**config.mk**
```make
export PLATFORM = sky130hd
export DESIGN_NAME = cli_core
export DESIGN_NICKNAME = d
export VERILOG_FILES = /design/src/rtl/cli_pkg.sv /design/src/rtl/cli_sync.sv /design/src/rtl/cli_core.sv
export SDC_FILE = /design/constraint.sdc
export NUM_CORES = 2
export LEC_CHECK = 0
export BUFFER_PORTS_ARGS = -buffer_cell sky130_fd_sc_hd__buf_2
export CAP_MARGIN = 20
export CORE_MARGIN = 1
export CORE_UTILIZATION = 31
export CTS_CLUSTER_SIZE = 8
export DETAILED_ROUTE_END_ITERATION = 10
export GPL_TIMING_DRIVEN = 1
export PLACE_DENSITY = 0.43
export SLEW_MARGIN = 20
export SYNTH_ARGS = -nofsm -noshare
export SYNTH_HDL_FRONTEND = slang
export SYNTH_SLANG_ARGS = --single-unit
```
**constraint.sdc**
```tcl
create_clock -name clk -period 5.2 [get_ports clk]
set_input_delay 0.26 -clock clk [delete_from_list [all_inputs] [get_ports clk]]
set_output_delay 0.26 -clock clk [all_outputs]
set_load 0.01 [all_outputs]
```
**src/rtl/cli_pkg.sv**
```systemverilog
// Constants, types and opcode layout for the character display instruction unit.
// Assumes a 20 MHz core clock; host timing is referred to the 540 kHz oscillator.
// Operation
// - Text write with shift enabled shifts display: left if direction 1, else right
// - No display shift on text reads, glyph accesses or with shift disabled
// - Display on shows everything; off blanks it but keeps text memory
// - Cursor on shows cursor; off hides it, direction setting kept
// - Blink swaps cursor cell with all-ones pixels every 185 ms
// - Shift command: cursor moves with counter step, or whole display shifts
// - Display shift leaves address counter alone; all lines shift together
// - Two-line mode: cursor past column 40 of line one goes to line two
// - Bus width bit 1 selects 8-bit host bus, 0 selects two-nibble 4-bit bus
// - Line count and font height choose 1/8, 1/11 or 1/16 duty format
// - Instruction 01xxxxxx loads six-bit glyph address; data then targets glyph memory
// - Instruction 1xxxxxxx loads seven-bit text address within line ranges
// - Status read returns busy on bit 7 and counter below, parallel only
// - Data write stores byte in chosen memory, then counter steps by one
// - Data read returns holding register, then counter steps; address set prefetches it
// - Cursor shift reloads data holding register from text memory like address set
// - After a write, a read returns only the earlier prefetched byte
// - 4-bit mode: high nibble then low on lines 7:4; busy after second
// - Strap pins select parallel, two-wire or four-line serial interface
// - Direction 1 moves cursor right and increments; 0 moves left, decrements
package cli_pkg;

   // Core clock and derived timing
   localparam int CLK_MHZ      = 20;
   localparam int EXEC_NS      = 18500;
   localparam int EXEC_CYCLES  = (EXEC_NS * CLK_MHZ + 999) / 1000;
   localparam int BLINK_MS     = 185;
   localparam int BLINK_CYCLES = BLINK_MS * CLK_MHZ * 1000;

   // Text memory address map
   localparam logic [6:0] LINE1_END    = 7'h27;
   localparam logic [6:0] LINE2_BASE   = 7'h40;
   localparam logic [6:0] LINE2_END    = 7'h67;
   localparam logic [6:0] ONE_LINE_END = 7'h4F;
   localparam logic [5:0] SHIFT_LAST   = 6'h27;

   // Opcode prefixes, matched against the top bits of an instruction byte
   localparam logic [1:0] OPC_GLYPH = 2'h1;
   localparam logic [2:0] OPC_FUNC  = 3'h1;
   localparam logic [3:0] OPC_SHIFT = 4'h1;
   localparam logic [4:0] OPC_DISP  = 5'h01;
   localparam logic [5:0] OPC_ENTRY = 6'h01;

   // Field positions inside instruction bytes
   localparam int BIT_TEXT  = 7;
   localparam int BIT_WIDTH = 4;
   localparam int BIT_LINES = 3;
   localparam int BIT_FONT  = 2;
   localparam int BIT_SC    = 3;
   localparam int BIT_RL    = 2;
   localparam int BIT_DON   = 2;
   localparam int BIT_CON   = 1;
   localparam int BIT_BON   = 0;
   localparam int BIT_DIR   = 1;
   localparam int BIT_SEN   = 0;

   typedef struct packed {
      logic display_on;
      logic cursor_on;
      logic blink_on;
      logic address_direction;
      logic display_shift_enable;
      logic bus_width_select;
      logic line_count;
      logic font_height;
   } cli_cfg_type;

   localparam cli_cfg_type CFG_RESET = '{display_on: 1'b0, cursor_on: 1'b0,
      blink_on: 1'b0, address_direction: 1'b1, display_shift_enable: 1'b0,
      bus_width_select: 1'b1, line_count: 1'b0, font_height: 1'b0};

   typedef enum logic [2:0] {
      DUTY_8  = 3'b001,
      DUTY_11 = 3'b010,
      DUTY_16 = 3'b100
   } cli_duty_type;

   typedef enum logic [2:0] {
      IF_PARALLEL = 3'b001,
      IF_TWO_WIRE = 3'b010,
      IF_SERIAL4  = 3'b100
   } cli_if_type;

   typedef enum logic [1:0] {
      PH_HIGH = 2'b01,
      PH_LOW  = 2'b10
   } cli_phase_type;

endpackage

```
**src/rtl/cli_sync.sv**
```systemverilog
// Two-stage synchroniser for a group of asynchronous pin levels.
// Assumes each bit is a level; nothing but the second stage reads the first.
`timescale 1ns/1ns
module cli_sync #(
   parameter int WIDTH = 1
) (
   // Clock and reset
   input  wire logic             clk,
   input  wire logic             rst_n,
   // Levels
   input  wire logic [WIDTH-1:0] d,
   output logic      [WIDTH-1:0] q
);

   logic [WIDTH-1:0] meta;

   // Two flops; the first one is read only by the second
   always_ff @(posedge clk or negedge rst_n)
   begin
      if (!rst_n)
      begin
         meta <= '0;
         q    <= '0;
      end
      else
      begin
         meta <= d;
         q    <= meta;
      end
   end

endmodule

```
**src/rtl/cli_core.sv**
```systemverilog
// Host port, instruction decoder, address counter and display memories.
// Assumes pins arrive asynchronously and a scanner reads text memory via scan_addr.
`timescale 1ns/1ns
module cli_core #(
   parameter int BLINK_CYCLES = cli_pkg::BLINK_CYCLES
) (
   // Clock and reset
   input  wire logic                 clk,
   input  wire logic                 rst_n,
   // Parallel host pins
   input  wire logic                 enable_strobe,
   input  wire logic                 register_select,
   input  wire logic                 read_write_select,
   input  wire logic [7:0]           db_in,
   output logic      [7:0]           db_out,
   output logic                      db_oe_n,
   // Interface straps
   input  wire logic                 interface_sel_hi,
   input  wire logic                 interface_sel_lo,
   // Display scan port
   input  wire logic [6:0]           scan_addr,
   output logic      [7:0]           scan_char,
   // Status and display controls
   output cli_pkg::cli_cfg_type      cfg,
   output cli_pkg::cli_duty_type     duty,
   output cli_pkg::cli_if_type       if_mode,
   output logic      [6:0]           address_counter,
   output logic                      busy_indicator,
   output logic                      text_selected,
   output logic      [5:0]           display_offset,
   output logic                      display_visible,
   output logic                      cursor_visible,
   output logic                      cursor_solid
);

   logic [12:0]           pin_s;
   logic                  e_prev;
   logic [1:0]            strap_wait;
   cli_pkg::cli_phase_type phase;
   logic [3:0]            hi_nib;
   logic [8:0]            busy_cnt;
   logic [21:0]           blink_cnt;
   logic                  blink_phase;
   logic [7:0]            data_holding_register;
   logic [7:0]            text_ram [0:127];
   logic [7:0]            glyph_ram [0:63];

   // Counter step along the text line map or the glyph space
   function automatic logic [6:0] ac_step(input logic [6:0] a, input logic up,
                                          input logic text, input logic two);
      logic [6:0] r;
      r = up ? a + 7'h01 : a - 7'h01;
      if (!text)
         r = {1'b0, r[5:0]};
      else if (two)
      begin
         if (up && a == cli_pkg::LINE1_END)
            r = cli_pkg::LINE2_BASE;
         else if (up && a == cli_pkg::LINE2_END)
            r = 7'h00;
         else if (!up && a == cli_pkg::LINE2_BASE)
            r = cli_pkg::LINE1_END;
         else if (!up && a == 7'h00)
            r = cli_pkg::LINE2_END;
      end
      else if (up && a == cli_pkg::ONE_LINE_END)
         r = 7'h00;
      else if (!up && a == 7'h00)
         r = cli_pkg::ONE_LINE_END;
      return r;
   endfunction

   // Display origin moves over one line of 40 columns; right shift lowers it
   function automatic logic [5:0] shift_step(input logic [5:0] o, input logic right);
      logic [5:0] r;
      if (right)
         r = (o == 6'h00) ? cli_pkg::SHIFT_LAST : o - 6'h01;
      else
         r = (o == cli_pkg::SHIFT_LAST) ? 6'h00 : o + 6'h01;
      return r;
   endfunction

   // Every pin passes two flops before use
   cli_sync #(.WIDTH(13)) u_sync (
      .clk   (clk),
      .rst_n (rst_n),
      .d     ({enable_strobe, register_select, read_write_select,
               interface_sel_hi, interface_sel_lo, db_in}),
      .q     (pin_s)
   );

   // Synchronised pin names
   wire       e_s  = pin_s[12];
   wire       rs_s = pin_s[11];
   wire       rw_s = pin_s[10];
   wire [7:0] db_s = pin_s[7:0];

   // Host transfer qualification
   wire       port_on   = (if_mode == cli_pkg::IF_PARALLEL);
   wire       wide      = cfg.bus_width_select;
   wire       strobe    = e_prev & ~e_s & port_on;
   wire       byte_done = strobe & (wide | phase == cli_pkg::PH_LOW);
   wire [7:0] byte_val  = wide ? db_s : {hi_nib, db_s[7:4]};
   wire       is_ins    = byte_done & ~rs_s & ~rw_s;
   wire       is_stat   = byte_done & ~rs_s & rw_s;
   wire       is_wr     = byte_done & rs_s & ~rw_s;
   wire       is_rd     = byte_done & rs_s & rw_s;

   // Instruction decode
   wire op_text  = is_ins & byte_val[cli_pkg::BIT_TEXT];
   wire op_glyph = is_ins & (byte_val[7:6] == cli_pkg::OPC_GLYPH);
   wire op_func  = is_ins & (byte_val[7:5] == cli_pkg::OPC_FUNC);
   wire op_shift = is_ins & (byte_val[7:4] == cli_pkg::OPC_SHIFT);
   wire op_disp  = is_ins & (byte_val[7:3] == cli_pkg::OPC_DISP);
   wire op_entry = is_ins & (byte_val[7:2] == cli_pkg::OPC_ENTRY);
   wire sc_bit   = byte_val[cli_pkg::BIT_SC];
   wire rl_bit   = byte_val[cli_pkg::BIT_RL];
   wire op_curs  = op_shift & ~sc_bit;
   wire op_dshf  = op_shift & sc_bit;

   // Address counter next value
   wire       step_dir   = op_curs ? rl_bit : cfg.address_direction;
   wire       step_ac    = op_curs | is_wr | is_rd;
   wire [6:0] stepped_ac = ac_step(address_counter, step_dir, text_selected,
                                   cfg.line_count);
   wire [6:0] next_ac    = op_text  ? byte_val[6:0] :
                           op_glyph ? {1'b0, byte_val[5:0]} :
                           step_ac  ? stepped_ac : address_counter;
   wire       next_text  = op_text | (text_selected & ~op_glyph);

   // Prefetch into the data holding register; a write never reloads it
   wire load_dhr = op_text | op_glyph | (op_curs & text_selected) | is_rd;

   // Whole-display shift: display shift command, or writes only into text memory with shift enabled
   wire shift_wr    = is_wr & text_selected & cfg.display_shift_enable;
   wire shift_disp  = shift_wr | op_dshf;
   wire shift_right = op_dshf ? rl_bit : ~cfg.address_direction;

   // Read word on the bus; status carries busy and the counter
   wire [7:0] read_word = rs_s ? data_holding_register
                               : {busy_indicator, address_counter};

   // Derived display controls
   assign display_visible = cfg.display_on;
   assign cursor_visible  = cfg.display_on & cfg.cursor_on;
   assign cursor_solid    = cursor_visible & cfg.blink_on & blink_phase;
   assign busy_indicator  = (busy_cnt != 9'h000);
   assign db_oe_n         = ~(port_on & e_s & rw_s);
   assign duty = cfg.line_count  ? cli_pkg::DUTY_16 :
                 cfg.font_height ? cli_pkg::DUTY_11 : cli_pkg::DUTY_8;

   // Straps read for three edges; the sync chain shows reset zeros for the first two,
   // so only the last capture counts. Both high falls back to parallel
   always_ff @(posedge clk or negedge rst_n)
   begin
      if (!rst_n)
      begin
         strap_wait <= 2'h0;
         if_mode    <= cli_pkg::IF_PARALLEL;
      end
      else if (strap_wait != 2'h3)
      begin
         strap_wait <= strap_wait + 2'h1;
         if_mode    <= (pin_s[9] & ~pin_s[8]) ? cli_pkg::IF_SERIAL4 :
                       (~pin_s[9] & pin_s[8]) ? cli_pkg::IF_TWO_WIRE :
                       cli_pkg::IF_PARALLEL;
      end
   end

   // Strobe edge and nibble pairing
   always_ff @(posedge clk or negedge rst_n)
   begin
      if (!rst_n)
      begin
         e_prev <= 1'b0;
         phase  <= cli_pkg::PH_HIGH;
         hi_nib <= 4'h0;
      end
      else
      begin
         e_prev <= e_s;
         if (op_func)
            phase <= cli_pkg::PH_HIGH;
         else if (strobe && !wide)
         begin
            case (phase)
               cli_pkg::PH_HIGH:
               begin
                  phase  <= cli_pkg::PH_LOW;
                  hi_nib <= db_s[7:4];
               end
               cli_pkg::PH_LOW: phase <= cli_pkg::PH_HIGH;
               default:         phase <= cli_pkg::PH_HIGH;
            endcase
         end
      end
   end

   // Read data from a flop; in 4-bit mode the low nibble follows on lines 7:4
   always_ff @(posedge clk or negedge rst_n)
   begin
      if (!rst_n)
         db_out <= 8'h00;
      else if (wide || phase == cli_pkg::PH_HIGH)
         db_out <= read_word;
      else
         db_out <= {read_word[3:0], 4'h0};
   end

   // Configuration held by instructions
   always_ff @(posedge clk or negedge rst_n)
   begin
      if (!rst_n)
         cfg <= cli_pkg::CFG_RESET;
      else if (op_func)
      begin
         cfg.bus_width_select <= byte_val[cli_pkg::BIT_WIDTH];
         cfg.line_count       <= byte_val[cli_pkg::BIT_LINES];
         cfg.font_height      <= byte_val[cli_pkg::BIT_FONT];
      end
      else if (op_disp)
      begin
         cfg.display_on <= byte_val[cli_pkg::BIT_DON];
         cfg.cursor_on  <= byte_val[cli_pkg::BIT_CON];
         cfg.blink_on   <= byte_val[cli_pkg::BIT_BON];
      end
      else if (op_entry)
      begin
         cfg.address_direction    <= byte_val[cli_pkg::BIT_DIR];
         cfg.display_shift_enable <= byte_val[cli_pkg::BIT_SEN];
      end
   end

   // Address counter, memory select and display origin
   always_ff @(posedge clk or negedge rst_n)
   begin
      if (!rst_n)
      begin
         address_counter <= 7'h00;
         text_selected   <= 1'b1;
         display_offset  <= 6'h00;
      end
      else
      begin
         address_counter <= next_ac;
         text_selected   <= next_text;
         if (shift_disp)
            display_offset <= shift_step(display_offset, shift_right);
      end
   end

   // Busy time after every executed byte; status reads do not start it
   always_ff @(posedge clk or negedge rst_n)
   begin
      if (!rst_n)
         busy_cnt <= 9'h000;
      else if (byte_done && !is_stat)
         busy_cnt <= 9'(cli_pkg::EXEC_CYCLES);
      else if (busy_indicator)
         busy_cnt <= busy_cnt - 9'h001;
   end

   // Blink timer, held at zero while blinking is off
   always_ff @(posedge clk or negedge rst_n)
   begin
      if (!rst_n)
      begin
         blink_cnt   <= 22'h000000;
         blink_phase <= 1'b0;
      end
      else if (!cfg.blink_on)
      begin
         blink_cnt   <= 22'h000000;
         blink_phase <= 1'b0;
      end
      else if (blink_cnt == 22'(BLINK_CYCLES - 1))
      begin
         blink_cnt   <= 22'h000000;
         blink_phase <= ~blink_phase;
      end
      else
         blink_cnt <= blink_cnt + 22'h000001;
   end

   // Memories and scan read; memory arrays carry no reset
   always_ff @(posedge clk)
   begin
      if (is_wr && text_selected)
         text_ram[address_counter] <= byte_val;
      if (is_wr && !text_selected)
         glyph_ram[address_counter[5:0]] <= byte_val;
      scan_char <= text_ram[scan_addr];
   end

   // Holding register is filled from the address about to be used
   always_ff @(posedge clk or negedge rst_n)
   begin
      if (!rst_n)
         data_holding_register <= 8'h00;
      else if (load_dhr)
         data_holding_register <= next_text ? text_ram[next_ac]
                                            : glyph_ram[next_ac[5:0]];
   end
endmodule

```
Word level (Yosys, flattened, before mapping):

Memory sizes are Yosys's and may differ from the RTL's. A register that Yosys moved wholly into a read port is not among the register bits.
Index checks and enable logic that the tools add are counted.

* register bits: 108
* RAM bits: 1536
* word-level logic and storage cells: 156
* memories: 2

Memory list
* text_ram: depth 128, bits a word 8, rd ports 2, clocked after memory_dff 1, write ports 1, RTL line cli_core.sv:45 `logic [7:0] text_ram [0:127];`
* glyph_ram: depth 64, bits a word 8, rd ports 1, clocked after memory_dff 0, write ports 1, RTL line cli_core.sv:46 `logic [7:0] glyph_ram [0:63];`

* add/subtract/negate cells: 7
* equality and inequality tests: 16
* multiplexer cells: 38
* bitwise logic cells: 48
* reductions and logical operators: 22

Operator list (count)
* 7-bit 2-to-1 mux: 12
* 22-bit 2-to-1 mux: 2
* 8-bit 2-to-1 mux: 4
* 1-bit AND: 28
* 22-bit by 1-bit adder with 22-bit output, second input constant: 1
* 22-bit equality test, second input constant: 1
* 7-bit equality test, second input constant: 3
* 6-bit 2-to-1 mux: 3
* 9-bit 2-to-1 mux: 2
* 1-bit NOT: 12
* 2-bit 2-to-1 mux: 5
* 1-bit logical AND: 9
* 9-bit nonzero test: 1
* 9-bit by 1-bit subtractor with 9-bit output, second input constant: 1
* 1-bit 2-to-1 mux: 8
* 1-bit OR: 8
* 7-bit by 1-bit adder with 7-bit output, second input constant: 1
* 7-bit by 6-bit equality test with 1-bit output, second input constant: 1
* 7-bit zero test: 1
* 7-bit by 1-bit subtractor with 7-bit output, second input constant: 1
* 6-bit by 1-bit adder with 6-bit output, second input constant: 1
* 3-bit by 1-bit equality test with 1-bit output, second input constant: 2
* 6-bit by 1-bit equality test with 1-bit output, second input constant: 1
* 6-bit equality test, second input constant: 1
* 15 further kinds: 22

Depth between registers and ports, before layout:

An unclocked memory read counts as a cell.

* depth after elaboration: 22
* depth in mapped cells: 22
* gate-level depth less buffers: 19

Hierarchy:

A second synthesis with hierarchy kept.

* cells, all modules: 5478
* area, all modules: 74913.1 um2

By module, submodules not included
* cli_core: times used 1, cells an instance 5452, area each 74262.5 um2, seq. area each 48342.6 um2
* cli_sync: times used 1, cells an instance 26, area each 650.6 um2, seq. area each 650.6 um2

Least setup slack after synthesis:

No wires, ideal clock.

* path kind: flip-flop to flip-flop
* start: reg cfg (netlist bit wide)
* end: reg data_holding_register[3]
* library setup time: 0.135 ns
* data arrival time: 4.519 ns
* path slack: 0.546 ns
* cell stages (with the launch flop): 18
* buffers on the path: 3
* path through: dfstp_2 buf_4 mux2i_2 inv_2 nor3_2 a21o_2 a211oi_1 nor3_4 inv_4 buf_4 buf_2 mux2i_1 mux2i_1 mux2_1 a211oi_1 o21ai_0 nor2_1 o211ai_1

RTL lines
* start: declaration: RTL line cli_core.sv:24 `output cli_pkg::cli_cfg_type cfg,`
* start signal: assignment: RTL line cli_core.sv:214 `cfg <= cli_pkg::CFG_RESET;`
* 8-bit 2-to-1 mux *: RTL line cli_core.sv:103 `wire [7:0] byte_val = wide ? db_s : {hi_nib, db_s[7:4]};`
* named net byte_val[3]: RTL line cli_core.sv:103
* 1-bit NOT: RTL line cli_core.sv:118 `wire op_curs = op_shift & ~sc_bit;`
* 1-bit AND: RTL line cli_core.sv:118
* 1-bit 2-to-1 mux: RTL line cli_core.sv:122 `wire step_dir = op_curs ? rl_bit : cfg.address_direction;`
* 1-bit zero test: RTL line cli_core.sv:61, cli_core.sv:63, cli_core.sv:68
* 1-bit logical AND: RTL line cli_core.sv:63, cli_core.sv:68
* 7-bit 2-to-1 mux: RTL line cli_core.sv:63 `else if (!up && a == 7'h00)`
* [... 2 more ...]
* 7-bit 2-to-1 mux: RTL line cli_core.sv:57 `if (up && a == cli_pkg::LINE1_END)`
* 7-bit 2-to-1 mux: RTL line cli_core.sv:55 `else if (two)`
* 7-bit 2-to-1 mux: RTL line cli_core.sv:53 `if (!text)`
* 7-bit 2-to-1 mux: RTL line cli_core.sv:128 `step_ac ? stepped_ac : address_counter;`
* 7-bit 2-to-1 mux: RTL line cli_core.sv:127 `op_glyph ? {1'b0, byte_val[5:0]} :`
* 7-bit 2-to-1 mux: RTL line cli_core.sv:126 `wire [6:0] next_ac = op_text ? byte_val[6:0] :`
* memory 128 x 8 bit / memory 64 x 8 bit (equally long branches)
* 8-bit 2-to-1 mux: RTL line cli_core.sv:301 `data_holding_register <= next_text ? text_ram[next_ac]`
* end signal: assignment: RTL line cli_core.sv:301
* end: declaration: RTL line cli_core.sv:44 `logic [7:0] data_holding_register;`

Mark *: on every way through the listed nets, which the timed path passes. The rest lies on a longest branch.
A chain may end at the register's enable or synchronous reset.

Worst setup path in the final report:

* start: reg cfg (netlist bit wide)
* end: reg data_holding_register[5]

* cells in the longest elaborated chain, start to end: 20

RTL lines
* 1-bit OR: RTL line cli_core.sv:102 `wire byte_done = strobe & (wide | phase == cli_pkg::PH_LOW);`
* 1-bit AND: RTL line cli_core.sv:102
* 1-bit AND (2 in a row): RTL line cli_core.sv:104 `wire is_ins = byte_done & ~rs_s & ~rw_s;`
* 1-bit AND: RTL line cli_core.sv:113 `wire op_shift = is_ins & (byte_val[7:4] == cli_pkg::OPC_SHIFT);`
* 1-bit AND: RTL line cli_core.sv:118
* 1-bit 2-to-1 mux: RTL line cli_core.sv:122
* 1-bit zero test: RTL line cli_core.sv:61, cli_core.sv:63, cli_core.sv:68
* 1-bit logical AND: RTL line cli_core.sv:63, cli_core.sv:68
* [... 3 more ...]
* 7-bit 2-to-1 mux: RTL line cli_core.sv:57
* 7-bit 2-to-1 mux: RTL line cli_core.sv:55
* 7-bit 2-to-1 mux: RTL line cli_core.sv:53
* 7-bit 2-to-1 mux: RTL line cli_core.sv:128
* 7-bit 2-to-1 mux: RTL line cli_core.sv:127
* 7-bit 2-to-1 mux: RTL line cli_core.sv:126
* memory 128 x 8 bit / memory 64 x 8 bit (equally long branches)
* 8-bit 2-to-1 mux: RTL line cli_core.sv:301

Several ways; a longest one is shown, not always the timed one.

==> impl_results.md <==
- Run status: finished, final reports clean
- Yosys warns: 0
- Number of H-tree levels: 4
- Die Y-Extent: 497.8 um
- Worst Skew: 0.07850 ns
- Synthesized netlist net count: 5646
- Post-detailed-placement cell area: 83450 sq um
- Maximum capacitance violations: 0
- Via/cell ratio: 5.578
- Period minus WS final: 5.125 ns
- Floorplan die width: 497.8 um
- Layout net count: 6092
- Initial core utilization: 31.27%
- WL per Instance: 30.55 um
- Area added between synthesis and finish: 19.00%
- Maximum buffer depth of the clock tree: 3
- PortBufs: 70
- Post-detailed-route DRC marker count: 0
- Total number of vias: 52400
- Remaining global-route overflow: 0
- WHS: 0.07237 ns
- WP data arrival: 5.85 ns
- Storage element area: 48990 sq um
- Clk sinks: 1652
- Area fraction of the dominant cell type after synthesis: 60.53%
- Placer's final routability congestion estimate: 0.9290
- Number of ports placed on the die boundary: 71
- Clock tree root driver cell: sky130_fd_sc_hd__clkbuf_16
- Clock slew at the register clock pins of the worst setup and hold paths: 0.06 ns
- Hold Crit Class: primary input to async pin
- Most frequent standard cell in the layout excluding fill and tap cells: sky130_fd_sc_hd__edfxtp_1
- Number of antenna violations at the first check in global routing: 14
- Period utilisation layout: 98.55%
- Core footprint: 243700 sq um
- Multi-input gate area: 25640 sq um
- Required arrival time at the worst endpoint: 5.93 ns
- EDFF count, synth: 1536
- Cell accounting for the most synthesized area: sky130_fd_sc_hd__edfxtp_1
- Tightest Pin Transition: 1.165 ns
- Wire length of the first global-routing pass: 401.5 mm
- Commonest cells after routing, fill and taps aside: sky130_fd_sc_hd__edfxtp_1 (1536), sky130_fd_sc_hd__nand2_1 (1172), sky130_fd_sc_hd__buf_4 (453)
- Critical Path Sink Type: flop
- Number of iterations in the first detailed-routing pass: 8
- Static leakage power: 30.87 nW
- Drt total wl: 286.9 mm
- Worst relative slew slack: 20.10%
- Post-synthesis instance total: 5615
- First element of the critical path: wide
- Detailed Place HPWL: 192.3 mm
- Kind of start point of the critical path: flop
- Largest net degree at the start of global routing: 98
- Latest clock arrival within the worst-skew pair: 0.92 ns
- Layout cells sized above 1: 21.28%
- Overall global routing resource usage: 22.67%
- Area of all placed cells without fillers: 90670 sq um
- Reg-to-reg critical path startpoint: wide
- Count of unique library cells instantiated by Yosys: 98
- Clock tree from TritonCTS: built
- Power density normalized to cell area: 495.5 nW/um^2
- Number of antenna-violating nets in the routed design: 0
- F_max: 195.1 MHz
- Met2 capacity usage during global routing: 35.70%
- Met3 layer usage reported by global route: 3.852%
- Leading post-synthesis cells by cell area: sky130_fd_sc_hd__edfxtp_1 (61%), sky130_fd_sc_hd__mux4_2 (10%), sky130_fd_sc_hd__nand2_1 (5.8%)
- Routing usage on met1: 31.84%
- Critical Setup Path Class: flop to flop
- Top Usage Layer GRT: met2
- Number of slew-limit violations in the final report: 0
- Summed instance area of the synthesized netlist: 76200 sq um
- Final Util: 37.21%
- Share of flip-flops with an asynchronous set or reset after synthesis: 6.538%
- Filler cell count in the final layout: 23260
- Post-synthesis sequential element count: 1652
- Detailed router's first-iteration violation count: 6294
- Number of standard-cell rows in the floorplan: 181
- Vias in the first global route: 50680
- Max VDD drop: 378.1 uV
- Main synth FF type: sky130_fd_sc_hd__edfxtp_1
- Number of failing setup endpoints in the final timing report: 0
- Sequential element share of the synthesized area: 64.30%
- Hold Violations, Final: 0
- Number of buffers inserted during clock tree synthesis: 226
- Critical path peak fanout: 8
- Average cell area after synthesis: 13.57 sq um
- Full die area: 247800 sq um
==> stage by stage <==
step	TNS, ns	instances	power, W	setup WS [ns]
global placement	-4.289	8996	0.03086	-0.8014
finish	0	9394	0.04493	0.07514
floorplan	0	5615	0.02376	0.5462
CTS	0	9374	0.04488	0.009635
detailed placement	-4.193	8997	0.03085	-0.7932
global route	-0.02492	9386	0.04648	-0.01027
==> routing by layer <==
layer / up-vias / wire, um
met5: - / 38
met4: 6 / 8600
met3: 434 / 20360
met2: 2242 / 132400
met1: 27350 / 125500
li1: 22370 / -
==> worst max-delay path, stage by stage, from the launching register on <==
cell and delay (ns):
sky130_fd_sc_hd__dfstp_2 0.63, sky130_fd_sc_hd__nor3b_4 0.27, sky130_fd_sc_hd__a2bb2o_4 0.25, sky130_fd_sc_hd__nor3_4 0.21
sky130_fd_sc_hd__nor2_4 0.08, sky130_fd_sc_hd__xnor2_1 0.13, sky130_fd_sc_hd__ha_2 0.18, sky130_fd_sc_hd__or4_4 0.52
sky130_fd_sc_hd__nor3_2 0.17, sky130_fd_sc_hd__nand3_1 0.14, sky130_fd_sc_hd__o41ai_4 0.09, sky130_fd_sc_hd__nor3_2 0.13
sky130_fd_sc_hd__o221a_4 0.29, sky130_fd_sc_hd__inv_8 0.11, sky130_fd_sc_hd__nor2_1 0.06, sky130_fd_sc_hd__buf_4 0.15
sky130_fd_sc_hd__and3_4 0.20, sky130_fd_sc_hd__buf_6 0.15, sky130_fd_sc_hd__nand3_2 0.07, sky130_fd_sc_hd__nand4_1 0.38
sky130_fd_sc_hd__nor4_4 0.44, sky130_fd_sc_hd__buf_4 0.19, sky130_fd_sc_hd__o211ai_1 0.09
==> synthesized netlist by cell type (14+ instances only) <==
cell / instances
sky130_fd_sc_hd__a211oi_1: 30
sky130_fd_sc_hd__a21oi_1: 271
sky130_fd_sc_hd__a222oi_1: 20
sky130_fd_sc_hd__a311oi_1: 74
sky130_fd_sc_hd__a31oi_1: 35
sky130_fd_sc_hd__and3_1: 66
sky130_fd_sc_hd__buf_1: 61
sky130_fd_sc_hd__buf_2: 162
sky130_fd_sc_hd__buf_4: 26
sky130_fd_sc_hd__clkbuf_1: 145
sky130_fd_sc_hd__dfrtp_1: 103
sky130_fd_sc_hd__edfxtp_1: 1536
sky130_fd_sc_hd__inv_1: 24
sky130_fd_sc_hd__mux2_2: 38
sky130_fd_sc_hd__mux2i_1: 280
sky130_fd_sc_hd__mux4_2: 340
sky130_fd_sc_hd__nand2_1: 1174
sky130_fd_sc_hd__nand3_1: 396
sky130_fd_sc_hd__nand4_1: 31
sky130_fd_sc_hd__nor2_1: 288
sky130_fd_sc_hd__nor3_1: 36
sky130_fd_sc_hd__nor4_1: 18
sky130_fd_sc_hd__o2111ai_1: 17
sky130_fd_sc_hd__o21ai_0: 122
sky130_fd_sc_hd__o32ai_1: 15
sky130_fd_sc_hd__xnor2_1: 14
==> report_power, final <==
group | internal [W] | total (W) | leakage (nW) | switching (W)
clock network | 0.00796 | 0.0138 | 3.08 | 0.00585
registers | 0.0156 | 0.0158 | 15.3 | 0.000152
logic | 0.00505 | 0.0154 | 12.5 | 0.0103
total | 0.0286 | 0.0449 | 30.9 | 0.0163
==> logic make-up after synthesis <==
logic type      Yosys count  share of synthesized area (%)
fa+ha+maj                 9                         0.1478
mux                     662                          14.35
compound gates          725                          6.310
flops                  1652                          64.30
buf+inv                 432                          2.578
xor+xnor                 27                         0.3104
simple gates           2108                          12.00
==> flip-flops by register name, indices dropped and copies added, names as in the netlist, 2 cells and up <==
name                   count
cfg                        6
display_offset             6
glyph_ram                512
strap_wait                 2
scan_char                  8
data_holding_register      8
busy_cnt                   9
db_out                     8
if_mode                    3
phase                      2
address_counter            7
u_sync.q                  13
blink_cnt                 22
u_sync.meta               13
text_ram                1024
hi_nib                     4
==> layout make-up <==
class	instances	area share (%)
sequential	1652	54.03
multi-input combinational	3531	28.27
clock buffer	331	6.672
timing repair buffer	617	5.893
tap	3202	4.418
clock inverter	19	0.4512
inverter	32	0.2222
antenna	9	0.02484
timing repair inverter	1	0.01242
==> final timing paths <==
check / end / slack, ns / cells after the start
worst min register to register: u_sync.q[12] / 0.30 / 0
worst max register to register: data_holding_register[5] / 0.08 / 22
max in group asynchronous: blink_cnt[13] / 3.89 / 3
min in group clk: u_sync.meta[12] / 0.08 / 2
worst min-delay path: u_sync.meta[8] / 0.07 / 2
worst max-delay path: data_holding_register[5] / 0.08 / 22
==> timing repair <==
action	in CTS	in global routing
setup buffers	0	11
pin swaps	5	17
hold endpoints to repair	84	0
hold buffers	27	0
setup endpoints to repair	8	8
resized for setup	32	42
cloned	0	1
(Power assumes the default switching activity.)
